$ cat src/verilog/bfp_pkg.sv
// shared constants for the bridge fault protection block
package bfp_pkg;
  localparam int          BFP_PHASES       = 3;
  localparam int          BFP_ADC_W        = 12;
  localparam logic [11:0] BFP_ADC_MID      = 12'h800;
  localparam int          BFP_BLANK_W      = 8;
  localparam int          BFP_FILT_W       = 4;
  localparam int          BFP_LVL_W        = 4;
  // shutdown level select codes
  localparam logic [1:0]  BFP_OT_136       = 2'h0;
  localparam logic [1:0]  BFP_OT_143       = 2'h1;
  localparam logic [1:0]  BFP_OT_150       = 2'h2;
  // retry bounds
  localparam logic [1:0]  BFP_RETRY_MIN    = 2'h1;
  localparam logic [1:0]  BFP_RETRY_MAX    = 2'h3;
  // brake chopper pwm
  localparam int          BFP_CHOP_W       = 8;
  localparam logic [7:0]  BFP_CHOP_STEP    = 8'h01;
  // short protection config register field positions
  localparam int          BFP_CFG_W        = 24;
  localparam int          BFP_CFG_LS_LVL   = 0;
  localparam int          BFP_CFG_HS_LVL   = 4;
  localparam int          BFP_CFG_FILT     = 8;
  localparam int          BFP_CFG_BLANK    = 12;
  localparam int          BFP_CFG_RETRY    = 20;
  localparam int          BFP_CFG_DIS_VS   = 22;
  localparam int          BFP_CFG_DIS_GND  = 23;
  localparam logic [23:0] BFP_CFG_RESET    = 24'h14_0f_88;
endpackage : bfp_pkg

$ cat src/verilog/bfp_short_det.sv
// per half-bridge short detector: blanking, spike filter, level compare
`timescale 1ns/1ns
module bfp_short_det
  import bfp_pkg::*;
(
  // clock and reset
  input  wire logic                   sys_clk,
  input  wire logic                   srst,
  // switching and comparators (already synchronised)
  input  wire logic                   sw_event,
  input  wire logic [BFP_LVL_W-1:0]   hs_drop,
  input  wire logic [BFP_LVL_W-1:0]   ls_drop,
  // configuration
  input  wire logic [BFP_LVL_W-1:0]   hs_level,
  input  wire logic [BFP_LVL_W-1:0]   ls_level,
  input  wire logic [BFP_FILT_W-1:0]  filt_len,
  input  wire logic [BFP_BLANK_W-1:0] blank_len,
  // detections, one-cycle pulses
  output logic                        hs_short,
  output logic                        ls_short
);
  logic [BFP_BLANK_W-1:0] blank_ff, nxt_blank;
  logic [BFP_FILT_W-1:0]  hcnt_ff, nxt_hcnt, lcnt_ff, nxt_lcnt;
  logic                   hs_ff, nxt_hs, ls_ff, nxt_ls;
  logic                   hs_raw, ls_raw;

  always_comb
  begin
    hs_raw = (hs_drop >= hs_level); // RULE_09
    ls_raw = (ls_drop >= ls_level); // RULE_08
    nxt_blank = blank_ff;
    if (sw_event)
      nxt_blank = blank_len; // RULE_05
    else if (blank_ff != '0)
      nxt_blank = blank_ff - 1'b1;
    nxt_hcnt = '0;
    nxt_lcnt = '0;
    nxt_hs   = 1'b0;
    nxt_ls   = 1'b0;
    // blanked comparators are ignored and filters restart
    if (blank_ff == '0 && !sw_event)
    begin
      // a glitch shorter than filt_len cycles never reaches the count
      if (hs_raw)
        nxt_hcnt = (hcnt_ff == filt_len) ? hcnt_ff : hcnt_ff + 1'b1; // RULE_06
      if (ls_raw)
        nxt_lcnt = (lcnt_ff == filt_len) ? lcnt_ff : lcnt_ff + 1'b1; // RULE_06
      nxt_hs = hs_raw && (hcnt_ff + 1'b1 == filt_len); // RULE_04
      nxt_ls = ls_raw && (lcnt_ff + 1'b1 == filt_len); // RULE_04
    end
  end

  always_ff @(posedge sys_clk)
  begin
    if (srst)
    begin
      blank_ff <= '0;
      hcnt_ff  <= '0;
      lcnt_ff  <= '0;
      hs_ff    <= 1'b0;
      ls_ff    <= 1'b0;
    end
    else
    begin
      blank_ff <= nxt_blank;
      hcnt_ff  <= nxt_hcnt;
      lcnt_ff  <= nxt_lcnt;
      hs_ff    <= nxt_hs;
      ls_ff    <= nxt_ls;
    end
  end

  assign hs_short = hs_ff;
  assign ls_short = ls_ff;
endmodule : bfp_short_det

$ cat src/verilog/bfp_bridge_fault_protection.sv
// bridge fault protection top: thermal, short retry, brake chopper, adc
// How it works
// RULE_01 - pre-warning flag when sensor crosses pre-warning level
// RULE_02 - selectable shutdown level sets overtemp shutdown flag
// RULE_03 - drivers held off until below pre-warning
// RULE_04 - detect shorts on high and low side
// RULE_05 - ignore detectors for programmable delay after switching
// RULE_06 - spike filter rejects short glitches
// RULE_07 - retry one to three times, then latch off
// RULE_08 - low-side drop compared against its level
// RULE_09 - high-side drop compared against its own level
// RULE_10 - disable short-to-supply ignores low-side events
// RULE_11 - disable short-to-ground ignores high-side events
// RULE_12 - option: per half bridge or global shutdown
// RULE_13 - short settings held in writable internal register
// RULE_14 - brake chopper duty adapts to supply overshoot
// RULE_15 - signed current is adc code minus midpoint
// RULE_16 - sticky status flags for each protection event
`timescale 1ns/1ns
module bfp_bridge_fault_protection
  import bfp_pkg::*;
(
  // clock and reset
  input  wire logic                              sys_clk,
  input  wire logic                              srst,
  // temperature sensor comparators (pins)
  input  wire logic                              temp_pw_pin,
  input  wire logic                              temp_136_pin,
  input  wire logic                              temp_143_pin,
  input  wire logic                              temp_150_pin,
  input  wire logic [1:0]                        ot_level_sel,
  // bridge switching and short detector drops (pins)
  input  wire logic [BFP_PHASES-1:0]             sw_event_pin,
  input  wire logic [BFP_PHASES*BFP_LVL_W-1:0]   hs_drop_pin,
  input  wire logic [BFP_PHASES*BFP_LVL_W-1:0]   ls_drop_pin,
  // short protection config register write port
  input  wire logic                              cfg_wr,
  input  wire logic [BFP_CFG_W-1:0]              cfg_wdata,
  input  wire logic                              global_off,
  output logic      [BFP_CFG_W-1:0]              cfg_rdata,
  // status flags and clear
  input  wire logic                              status_clr,
  output logic                                   prewarn_flag,
  output logic                                   overtemp_shutdown_flag,
  output logic      [BFP_PHASES-1:0]             hs_short_flag,
  output logic      [BFP_PHASES-1:0]             ls_short_flag,
  output logic                                   motor_latched_off,
  // gate drive enables
  input  wire logic [BFP_PHASES-1:0]             drive_req,
  output logic      [BFP_PHASES-1:0]             drive_en,
  // brake chopper
  input  wire logic                              overshoot_pin,
  output logic                                   brake_chop,
  // current sense
  input  wire logic [BFP_ADC_W-1:0]              adc_code,
  input  wire logic [1:0]                        adc_phase,
  input  wire logic                              adc_valid,
  output logic signed [BFP_ADC_W-1:0]            phase_current,
  output logic      [1:0]                        phase_current_idx,
  output logic                                   phase_current_valid
);
  localparam int NSYNC = 4 + 1 + BFP_PHASES * (1 + 2 * BFP_LVL_W);
  localparam int NS_ALL = NSYNC;

  // two-stage synchroniser on every pin input
  logic [NS_ALL-1:0] sync1_ff, sync2_ff;
  logic [NS_ALL-1:0] pins;
  assign pins = {temp_pw_pin, temp_136_pin, temp_143_pin, temp_150_pin,
                 overshoot_pin, sw_event_pin, hs_drop_pin, ls_drop_pin};

  always_ff @(posedge sys_clk)
  begin
    if (srst)
    begin
      sync1_ff <= '0;
      sync2_ff <= '0;
    end
    else
    begin
      sync1_ff <= pins;
      sync2_ff <= sync1_ff;
    end
  end

  logic                              t_pw, t_136, t_143, t_150, t_over;
  logic [BFP_PHASES-1:0]             t_sw;
  logic [BFP_PHASES*BFP_LVL_W-1:0]   t_hs, t_ls;
  assign {t_pw, t_136, t_143, t_150, t_over, t_sw, t_hs, t_ls} = sync2_ff;

  // configuration register
  logic [BFP_CFG_W-1:0] cfg_ff, nxt_cfg;
  logic [1:0]           retry_w;

  always_comb
  begin
    nxt_cfg = cfg_ff;
    if (cfg_wr)
    begin
      nxt_cfg = cfg_wdata; // RULE_13
      // retry count clamps into one to three
      if (cfg_wdata[BFP_CFG_RETRY +: 2] < BFP_RETRY_MIN)
        nxt_cfg[BFP_CFG_RETRY +: 2] = BFP_RETRY_MIN; // RULE_07
    end
  end

  assign retry_w   = cfg_ff[BFP_CFG_RETRY +: 2];
  assign cfg_rdata = cfg_ff;

  // per phase short detectors
  logic [BFP_PHASES-1:0] hs_det, ls_det;
  for (genvar p = 0; p < BFP_PHASES; p++)
  begin : g_det
    bfp_short_det u_det (
      .sys_clk   (sys_clk),
      .srst      (srst),
      .sw_event  (t_sw[p]),
      .hs_drop   (t_hs[p*BFP_LVL_W +: BFP_LVL_W]),
      .ls_drop   (t_ls[p*BFP_LVL_W +: BFP_LVL_W]),
      .hs_level  (cfg_ff[BFP_CFG_HS_LVL +: BFP_LVL_W]),
      .ls_level  (cfg_ff[BFP_CFG_LS_LVL +: BFP_LVL_W]),
      .filt_len  (cfg_ff[BFP_CFG_FILT +: BFP_FILT_W]),
      .blank_len (cfg_ff[BFP_CFG_BLANK +: BFP_BLANK_W]),
      .hs_short  (hs_det[p]),
      .ls_short  (ls_det[p])
    );
  end

  // thermal, short and retry state
  logic                  pw_ff, nxt_pw, ot_ff, nxt_ot, othold_ff, nxt_othold;
  logic [BFP_PHASES-1:0] hsf_ff, nxt_hsf, lsf_ff, nxt_lsf;
  logic [BFP_PHASES-1:0] off_ff, nxt_off;
  logic [1:0]            retries_ff, nxt_retries;
  logic                  latch_ff, nxt_latch;
  logic                  ot_hit;
  logic [BFP_PHASES-1:0] trip;

  always_comb
  begin
    case (ot_level_sel)
      BFP_OT_136: ot_hit = t_136;
      BFP_OT_143: ot_hit = t_143;
      BFP_OT_150: ot_hit = t_150;
      default:    ot_hit = t_150;
    endcase
    // disabled protections keep their flag but never trip the bridge
    trip = (hs_det & {BFP_PHASES{~cfg_ff[BFP_CFG_DIS_GND]}}) // RULE_11
         | (ls_det & {BFP_PHASES{~cfg_ff[BFP_CFG_DIS_VS]}}); // RULE_10
    nxt_pw  = t_pw | (pw_ff & ~status_clr); // RULE_01
    nxt_ot  = ot_hit | (ot_ff & ~status_clr); // RULE_02
    nxt_hsf = hs_det | (hsf_ff & ~{BFP_PHASES{status_clr}}); // RULE_16
    nxt_lsf = ls_det | (lsf_ff & ~{BFP_PHASES{status_clr}}); // RULE_16
    // hold survives flag clears; only cooling below pre-warning releases
    nxt_othold = ot_hit | (othold_ff & t_pw); // RULE_03
    nxt_off     = off_ff;
    nxt_retries = retries_ff;
    nxt_latch   = latch_ff;
    if (|trip)
    begin
      if (global_off)
        nxt_off = {BFP_PHASES{1'b1}}; // RULE_12
      else
        nxt_off = off_ff | trip; // RULE_12
      if (retries_ff >= retry_w)
        nxt_latch = 1'b1; // RULE_07
      else
        nxt_retries = retries_ff + 1'b1; // RULE_07
    end
    else if (!latch_ff)
    begin
      // a retry re-arms the bridge once the driver drops its request
      nxt_off = off_ff & drive_req;
    end
    if (status_clr && !(|trip))
    begin
      nxt_latch   = 1'b0;
      nxt_retries = 2'h0;
    end
  end

  always_ff @(posedge sys_clk)
  begin
    if (srst)
    begin
      cfg_ff     <= BFP_CFG_RESET;
      pw_ff      <= 1'b0;
      ot_ff      <= 1'b0;
      othold_ff  <= 1'b0;
      hsf_ff     <= '0;
      lsf_ff     <= '0;
      off_ff     <= '0;
      retries_ff <= 2'h0;
      latch_ff   <= 1'b0;
    end
    else
    begin
      cfg_ff     <= nxt_cfg;
      pw_ff      <= nxt_pw;
      ot_ff      <= nxt_ot;
      othold_ff  <= nxt_othold;
      hsf_ff     <= nxt_hsf;
      lsf_ff     <= nxt_lsf;
      off_ff     <= nxt_off;
      retries_ff <= nxt_retries;
      latch_ff   <= nxt_latch;
    end
  end

  assign prewarn_flag           = pw_ff;
  assign overtemp_shutdown_flag = ot_ff;
  assign hs_short_flag          = hsf_ff;
  assign ls_short_flag          = lsf_ff;
  assign motor_latched_off      = latch_ff;

  // drive enables registered
  logic [BFP_PHASES-1:0] en_ff, nxt_en;
  always_comb
  begin
    nxt_en = drive_req & ~off_ff & ~trip;
    if (othold_ff || latch_ff)
      nxt_en = '0; // RULE_03
  end

  // brake chopper: duty rises while overshoot seen, decays otherwise
  logic [BFP_CHOP_W-1:0] duty_ff, nxt_duty, pwm_ff, nxt_pwm;
  logic                  chop_ff, nxt_chop;
  always_comb
  begin
    nxt_duty = duty_ff;
    if (t_over && duty_ff != '1)
      nxt_duty = duty_ff + BFP_CHOP_STEP; // RULE_14
    else if (!t_over && duty_ff != '0)
      nxt_duty = duty_ff - BFP_CHOP_STEP; // RULE_14
    nxt_pwm  = pwm_ff + 1'b1;
    nxt_chop = (pwm_ff < duty_ff);
  end

  // adc: signed current from mid-scale
  logic signed [BFP_ADC_W-1:0] cur_ff, nxt_cur;
  logic [1:0]                  idx_ff, nxt_idx;
  logic                        cv_ff, nxt_cv;
  always_comb
  begin
    nxt_cur = cur_ff;
    nxt_idx = idx_ff;
    nxt_cv  = adc_valid;
    if (adc_valid)
    begin
      nxt_cur = $signed(adc_code - BFP_ADC_MID); // RULE_15
      nxt_idx = adc_phase;
    end
  end

  always_ff @(posedge sys_clk)
  begin
    if (srst)
    begin
      en_ff   <= '0;
      duty_ff <= '0;
      pwm_ff  <= '0;
      chop_ff <= 1'b0;
      cur_ff  <= '0;
      idx_ff  <= 2'h0;
      cv_ff   <= 1'b0;
    end
    else
    begin
      en_ff   <= nxt_en;
      duty_ff <= nxt_duty;
      pwm_ff  <= nxt_pwm;
      chop_ff <= nxt_chop;
      cur_ff  <= nxt_cur;
      idx_ff  <= nxt_idx;
      cv_ff   <= nxt_cv;
    end
  end

  assign drive_en            = en_ff;
  assign brake_chop          = chop_ff;
  assign phase_current       = cur_ff;
  assign phase_current_idx   = idx_ff;
  assign phase_current_valid = cv_ff;
endmodule : bfp_bridge_fault_protection

$ cat config.mk
export PLATFORM = sky130hd
export DESIGN_NAME = bfp_bridge_fault_protection
export DESIGN_NICKNAME = d
export VERILOG_FILES = /design/src/verilog/bfp_pkg.sv /design/src/verilog/bfp_short_det.sv /design/src/verilog/bfp_bridge_fault_protection.sv
export SDC_FILE = /design/constraint.sdc
export NUM_CORES = 1
export LEC_CHECK = 0
export BUFFER_PORTS_ARGS = -buffer_cell sky130_fd_sc_hd__buf_2
export CORE_AREA = 2 2 159 161
export DETAILED_ROUTE_END_ITERATION = 7
export DIE_AREA = 0 0 161 163
export PLACE_DENSITY = 0.54
export SLEW_MARGIN = 0
export SYNTH_ARGS = -nofsm -noshare
export SYNTH_HDL_FRONTEND = slang
export SYNTH_HIERARCHICAL = 1
export SYNTH_SLANG_ARGS = --single-unit
$ cat constraint.sdc
create_clock -name sys_clk -period 5.9 [get_ports sys_clk]
set_input_delay 0.59 -clock sys_clk [delete_from_list [all_inputs] [get_ports sys_clk]]
set_output_delay 0.59 -clock sys_clk [all_outputs]
set_load 0.005 [all_outputs]
Word level (Yosys, flattened, before mapping):

Index checks and enable logic that the tools add are counted.

* output and inout bits: 52
* input port bits: 81
* flip-flop bits (word level): 192
* logic and storage cells: 161

* mux-type cells: 13
* equal/unequal tests: 15
* $lt $le $gt $ge: 9
* bitwise operators: 33
* $add $sub $neg: 14
* reductions and logical operators: 44

Operator list (number)
* $mux 8: 8
* $eq 4x4->1: 12
* $reduce_bool 8->1: 4
* $sub 8x1->8 const B: 4
* $add 4x1->4 const B: 6
* $ge 4x4->1: 6
* $logic_not 8->1: 3
* $and 3x3->3: 7
* $reduce_or 3->1: 7
* $add 8x1->8 const B: 2
* $not 1->1: 13
* $logic_and 1x1->1: 12
* $or 3x3->3: 4
* $sub 12x12->12 const B: 1
* $reduce_or 2->1: 5
* $mux 3: 3
* $not 3->3: 3
* $lt 8x8->1: 1
* $ne 8x8->1 const B: 1
* $reduce_bool 2->1: 4
* $logic_not 1->1: 5
* $reduce_and 2->1: 2
* $and 1x1->1: 3
* $or 1x1->1: 3
* other kinds (9): 9

Depth between registers and ports, before layout:

Gate-level depths: netlist (run 1).

* depth in word-level cells: 7
* gate-level depth with buffers: 8
* mapped depth without buffers: 8

Hierarchy:

Netlist (run 1), hierarchy kept.

By module, submodules not included
* bfp_bridge_fault_protection: area an instance 4893.4 sq um, seq. area each 2762.6 sq um, cells each 470, instances 1
* bfp_short_det: area an instance 1206.2 sq um, seq. area each 360.3 sq um, cells each 133, instances 3

Worst setup path after synthesis (run 1):

OpenSTA, ideal clock, no wires.

* kind: register to register
* start point: reg duty_ff[0]
* end point: reg duty_ff[6]
* library setup time: 0.130 ns
* cell stages (with the launch flop): 9
* data arrival time: 2.343 ns
* path buffers: 0
* path slack: 3.427 ns
* required time: 5.770 ns
* period minus slack after synthesis: 2.473 ns
* cells stage by stage: dfxtp_1 -> nand4_1 -> o21ai_0 -> ha_1 -> a211oi_1 -> o21bai_1 -> a21oi_1 -> xor2_1 -> o22ai_1

* word-level cells in the longest chain between the ends: 3
* elaborated cells on any way between the ends: 9
* classes of those cells: add/sub: 2; eq/ne: 1; mux: 2; reduce/logical: 4

RTL lines
* start: declaration: line bfp_bridge_fault_protection.sv:224 `logic [BFP_CHOP_W-1:0] duty_ff, nxt_duty, pwm_ff, nxt_pwm;`
* start signal: assignment: line bfp_bridge_fault_protection.sv:268 `duty_ff <= nxt_duty;`
* $sub 8x1->8 (tied with other cells): line bfp_bridge_fault_protection.sv:232 `nxt_duty = duty_ff - BFP_CHOP_STEP;`
* $mux 8 (tied with other cells): line bfp_bridge_fault_protection.sv:231 `else if (!t_over && duty_ff != '0)`
* $mux 8 or $reduce_bool 2->1 (tied branches)

Several ways; a longest one is shown, not always the timed one. The select of a mux whose other input is x is not followed.
A chain may end at the register's enable or synchronous reset.

Worst setup path after layout (run 1):

Ends and elaborated chain as after synthesis.

==> metrics.txt, run 1 <==
Main synth FF type dfxtp_1; Die Y-Extent 163 um; first-pass GRT wire length 29,400 um; vias in the first global route a little under 6,000; Leak Pwr 4.41 nW; Worst Hold Launch adc_code[11]; ys async rst share 0%; top cells by count, synth 192 x dfxtp_1, 79 x nor2_1, 77 x nor2b_1; area leader, netlist dfxtp_1; count leader, synth dfxtp_1; beginning of the critical path duty_ff[0]$_SDFFE_PP0P_; htree depth 4; RSZ-0062 raised after global routing false; startpoint types register; Peak supply drop 0.000172 V; clk slew on worst S/H paths approximately 0.07 ns; Clock Skew 0.0111 ns; # nets final 1,128; maximum clock path buffer count 2; Post-route DRC 0; Reg area slightly below 4000 um^2; post-CTS sizing 0; FF-to-FF Start duty_ff[0]$_SDFFE_PP0P_; Setup TNS Final 0 ns; Rel. slew slack 30.1%; filler cell count 2,531; Mapped Area around 8500 um^2; synthesized netlist net count 1,003; Setup Fix Bufs, Post-CTS 0; period utilisation layout 50.7%; post-route ant nets 0; Max Cap Violations 0; via count 6,120; antenna violations before repair 1; Routed WL per cell 13.3 um; CTS Root Cell clkbuf_16; number of library cell types mapped by synthesis between 50 and 60; Power Density about 370 nW/um^2; vias per cell 4.58; critical-path cell list nand4_1, o21ai_0, ha_1, a211oi_1, o21bai_1, a21oi_1, xor2_1, o22ai_1; Die X 161 um; CP delay by family, top compound AO/OA/AOI/OAI gates; Setup crit end kind register; Final Hold Viols 0; share of the synthesized area in the top cell type 45.2%; Yosys reg bits between 150 and 200; crit path time final 2.99 ns; Worst Tran Pin Value roughly 1.0 ns; crit-path max FO 8; Routed WL 17,700 um; endpoints failing setup 0; diode count 0; first drt pass iteration count 4; Final Hold Slack 0.343 ns; GRT Total Usage 13.9%; Mapped Cells 869; GRT overflow 0; share of cells above drive strength 1 a little under a fifth; Non-Filler Instances roughly 1,300; port bufs around 130; fmax 334 MHz; core region area about 25,000 um^2; total clock sinks 192; clock latency on the worst-skew pair 0.43 ns; area occupied by multi-input gates 4350 um^2; Layout area overhead 18.4%; top cells by area, synth dfxtp_1 45%, ha_1 7.6%, nor2b_1 5.7%; std cell rows 58; Final Core Density ~41%; pins over their slew limit 0; register area share after synthesis 45.2%; kind of critical path register to register; Post-synth EDFFs 0; HP Class input pin to register; Starting Density 34.5%; max incr delay on CP just over 0.8 ns; Worst EP arrival 3.28 ns; outcome completed; dpl cells 1,305; overall power 3.69 mW; largest net degree at the start of global routing 72; CTS tree done; I/O pins 133; CTS buffer count 17; DP Wirelength 12,700 um; CTS hold repair buffers 0; Synth Area per Inst 9.80 um^2; initial detailed-routing violation count 249; yosys warns 6; GPL Wtd Cong 0.773; worst path bufs/invs 0; Critical-path top delay cell o21ai_0; CP Data Required Time 6.19 ns; die area 26,200 um^2
-- layer usage --
metal	global-route usage, %	share of wire [%]
met1	18.6	49
met3	2.80	3.6
met2	22.5	46
met4	4.79	1.4
met5	0	0
-- where the power goes --
group | leakage (nW) | switching (mW) | internal [mW]
Combinational | 2.54 | 0.444 | 0.473
Clock | 0.291 | 0.547 | 0.604
Sequential | 1.58 | 0.182 | 1.44
Total | 4.41 | 1.17 | 2.52
-- final timing paths --
check	slack (ns)	cells past startpoint	endpoint
hold / removal	0.34	2	phase_current[11]$_SDFFE_PP0P_
hold reg to reg	0.43	1	drive_en[1]$_SDFF_PP0_
setup / recovery	2.91	8	duty_ff[6]$_SDFFE_PP0P_
setup reg to reg	2.91	8	duty_ff[6]$_SDFFE_PP0P_
-- cells in the final DEF, fill, tap and decap left out, types with 4 or more instances in the layout --
cell and count:
o211a_1 9, a21o_1 7, mux2i_1 39, a211o_1 8, inv_1 48, nand2_1 27, nor3_1 8, clkbuf_16 17
buf_2 131, a21oi_1 51, a2111oi_0 7, ha_1 52, o21ai_0 26, clkinv_1 4, a211oi_1 8, o21a_1 12
xnor2_1 34, nor2b_1 77, or4_1 6, or3_1 14, dfxtp_1 192, or4_4 6, nor2_1 79, nor3b_1 4
inv_6 4, xor2_1 36, o31ai_1 4, nor4_1 6, nand2b_1 16, nand3_1 17
-- cells by family after synthesis --
family,count (synthesis),share of synthesized area (%)
compound gates,148,11.5
xor+xnor,70,7.20
fa+ha+maj,53,7.88
buf+inv,80,3.75
flops,192,45.2
mux,39,4.59
simple gates,287,20.0
-- area by class of cell --
class | instances | area share, %
tap | 330 | 4.10
timing repair buffer | 134 | 6.73
multi-input combinational | 597 | 43.2
sequential | 192 | 38.1
clock inverter | 15 | 1.70
clock buffer | 17 | 4.22
inverter | 52 | 1.94
-- metrics by stage --
stage / setup WS (ns) / cell area [um^2]
floorplan: 3.43 / 8510
global placement: 3.07 / 9480
detailed placement: 3.00 / 9480
CTS: 2.94 / 10100
global route: 2.75 / 10100
finish: 2.91 / 10100
-- flip-flops by register name (all words and copies together) (netlist names), 8 cells and up --
signal and flops:
cfg_rdata 24, duty_ff 8, g_det.u_det/blank_ff 24, g_det.u_det/hcnt_ff 12, g_det.u_det/lcnt_ff 12, phase_current 12, pwm_ff 8, sync1_ff 32
sync2_ff 32
No activity file was read; power rests on OpenSTA's default activity.
==> run 2, diff against run 1 <==
Settings changed: ABC_AREA from default to 1, CORE_AREA 2 2 159 161 to 2 2 167 169, DIE_AREA 0 0 161 163 to 0 0 169 171.
Clock period 5.9 ns to 3.1 ns, I/O delays scaled along.
==> run 2 against run 1 <==
  * Cell count increased by 33%
  * Utilization decreased by 0.51 points
  * Clock power increased by 97%
  * Count of clock-buffer cells in the layout stayed put
  * Combinational power grew 140%
  * Setup slack got worse by 1.8 ns
  * Largest cell class unchanged
  * Power grew 100%
  * Critical path depth is 6 higher
  * Synthesized area grew 10%
  * Sequential power rose by 84%
  * Sequential share of layout area decreased by 3.3 points
  * Final area is 9.4% higher
==> metrics.txt, run 2 <==
outcome completed; Non-Filler Instances 1,782 (+33%); Clock Skew 0.0120 ns (+0.000935 ns); top cells by area, synth dfxtp_1 41%, nand2_1 10%, inv_1 8.8%; Die X 169 um (+5.0%); Routed WL per cell 12.2 um (-8.0%); CTS buffer count 17 (unchanged); Routed WL 21,700 um (+23%); crit path time final 2.02 ns (-0.971 ns); total clock sinks 192 (unchanged); std cell rows 61 (+5.2%); Main synth FF type dfxtp_1; GRT overflow 0 (unchanged); Setup crit end kind register; Placed Area 10,400 um^2 (+9.9%); top cells by count, synth 261 x nand2_1, 220 x inv_1, 192 x dfxtp_1; clk slew on worst S/H paths 0.08 ns (about the same); WL met1 10,100 um (+16%); FF-to-FF Start duty_ff[1]$_SDFFE_PP0P_; reg2reg path depth 14 (+6); Critical-path top delay cell dfxtp_1; # nets final 1,556 (+38%); Layout area overhead 17.4%; startpoint types register; area leader, netlist dfxtp_1; max incr delay on CP 0.49 ns (-0.34 ns); fmax 494 MHz (+48%); Die Y-Extent 171 um (+4.9%); Final Hold Viols 0 (unchanged); pins over their slew limit 0 (unchanged); biggest regs sync1_ff x32, sync2_ff x32; Post-route DRC 0 (unchanged); Worst setup endpoint duty_ff[7]$_SDFFE_PP0P_; Post-synth EDFFs 0 (unchanged); met2 wire length 10,100 um (+25%); post-CTS sizing 0 (unchanged); RSZ-0062 raised after global routing false; met3 WL post-DR 1190 um (+86%); via count 7,996 (+31%); commonest non-fill, non-tap cell in the layout nand2_1; Max Cap Violations 0 (unchanged); CP Data Required Time 3.48 ns (-2.71 ns); HP Class input pin to register; port bufs 132 (unchanged); dpl cells 1,749 (+34%); Setup TNS Final 0 ns (unchanged); CTS hold repair buffers 0 (unchanged); GRT Total Usage 15.6% (+1.7 points); Synth Area per Inst 7.29 um^2 (-26%); register area share after synthesis 41.0% (-4.2 points); Setup Fix Bufs, Post-CTS 0 (unchanged); Worst Tran Pin Value 0.910 ns (-0.127 ns); endpoints failing setup 0 (unchanged); Most Frequent Cell on Critical Path nand2_1; largest net degree at the start of global routing 40 (-44%); I/O pins 133 (unchanged); Worst EP arrival 2.40 ns (-0.88 ns); post-route ant nets 0 (unchanged); GPL Wtd Cong 0.820 (+6.1%); ys async rst share 0% (unchanged); beginning of the critical path duty_ff[1]$_SDFFE_PP0P_; Leak Pwr 5.56 nW (+26%); first drt pass iteration count 5 (+1); Power Density 682 nW/um^2 (+86%); Design Area, Final 11,000 um^2 (+9.4%); CTS tree done; yosys warns 6 (unchanged); period utilisation layout 65.2% (+14 points); maximum clock path buffer count 2 (unchanged); core region area 27,300 um^2 (+11%); Setup WS post-layout 1.08 ns (-1.83 ns); R2R setup slack 1.08 ns (-1.83 ns); CTS Root Cell clkbuf_16; DP Wirelength 16,100 um (+27%); Yosys reg bits 192 (unchanged); clock latency on the worst-skew pair 0.43 ns (about the same); die area 28,900 um^2 (+10%); crit-path max FO 12 (+4); Peak supply drop 0.000336 V (+95%); vias in the first global route 7,499 (+26%); FF-to-FF End duty_ff[7]$_SDFFE_PP0P_; Rel. slew slack 39.3% (+9.2 points); critical-path cell list nand2_1, nor2_1, nand2_1, nand2_4, ha_1, nand2_1, inv_1, a21oi_1, nand2_1, nand2_1, nand2_1, nor2_1, nor2_1, nor2_1; vias per cell 4.49 (-2.0%); Starting Density 34.3% (-0.15 points); filler cell count 2,891 (+14%); Mapped Area 9390 um^2 (+10%); Mapped Cells 1,287 (+48%); number of library cell types mapped by synthesis 38 (-30%); antenna violations before repair 1 (unchanged); DP Worst Slack 1.08 ns (-1.93 ns); share of cells above drive strength 1 17.5% (-1.4 points); first-pass GRT wire length 36,300 um (+23%); share of the synthesized area in the top cell type 41.0% (-4.2 points); synthesized netlist net count 1,421 (+42%); top sig layer met5; kind of critical path register to register; initial detailed-routing violation count 456 (+83%); count leader, synth nand2_1; most frequent cells in the layout 261 x nand2_1, 220 x inv_1, 192 x dfxtp_1, 190 x nor2_1, 131 x buf_2; htree depth 4 (unchanged)
run 2: cell types whose count changed in the layout (fill, tap and decap cells not counted), sizes merged, moves of 38 or more:
cell,previous run,this run
mux2i,39,1
nor2b,77,0
inv,54,233
nand2,30,281
nor2,79,217
nand3,17,90
run 2: cell type report:
class | instances | area [um^2] | area share (%)
multi-input cells | 845 | 4550 | 41.3
flip-flops and latches | 192 | 3840 | 34.9
repair buffers | 139 | 716 | 6.49
diodes | 1 | 2.50 | 0.0227
inverters | 227 | 875 | 7.94
clock inverters | 15 | 174 | 1.58
well taps | 346 | 433 | 3.93
clock buffers | 17 | 425 | 3.86
run 2: through the flow:
stage | util, % | total power [mW] | hold WS, ns
final | 40.3 | 7.51 | 0.0523
after global routing | 40.3 | 8.09 | 0.0313
after CTS | 40.3 | 7.61 | 0.0305
after detailed placement | 38.1 | 5.30 | 0.393
after global placement | 38.1 | 5.27 | 0.390
after floorplan | - | 4.79 | 0.388
run 2: where the power goes:
group | total [mW] | leakage (nW) | internal [mW] | switching (mW)
clock | 2.27 | 0.280 | 1.22 | 1.05
sequential | 3.00 | 1.58 | 2.76 | 0.240
combinational | 2.24 | 3.70 | 0.858 | 1.38
run 2: worst min path at each step:
stage / cells past startpoint / to / slack (ns) / start
floorplan: 2 / sync2_ff[0]$_SDFF_PP0_ / 0.39 / sync1_ff[0]$_SDFF_PP0_
global placement: 2 / sync2_ff[28]$_SDFF_PP0_ / 0.39 / sync1_ff[28]$_SDFF_PP0_
detailed placement: 2 / sync2_ff[31]$_SDFF_PP0_ / 0.39 / sync1_ff[31]$_SDFF_PP0_
CTS: 2 / phase_current[11]$_SDFFE_PP0P_ / 0.03 / adc_code[11]
global route: 2 / phase_current[11]$_SDFFE_PP0P_ / 0.03 / adc_code[11]
finish: 2 / phase_current[11]$_SDFFE_PP0P_ / 0.05 / adc_code[11]
run 2: metal layers:
layer	up-vias	track usage [%]
met5	-	0
met4	2	3.98
met3	18	3.89
met2	149	26.9
met1	3563	19.5
li1	4264	-
run 2: critical path: cells and delay by family, from the launching register on:
kind	cells	cell delay [ns]
AND/OR/NAND/NOR	11	0.96
flip-flops	1	0.49
adder cells (fa/ha/maj)	1	0.29
AO/OA/AOI/OAI	1	0.17
buffers and inverters	1	0.04
run 2: logic make-up after synthesis:
kind of cell	Yosys count	synth area share (%)
simple gates	612	29.1
buf+inv	250	10.6
flops	192	41.0
compound gates	155	9.87
fa+ha+maj	53	7.15
xor+xnor	24	2.24
mux	1	0.107
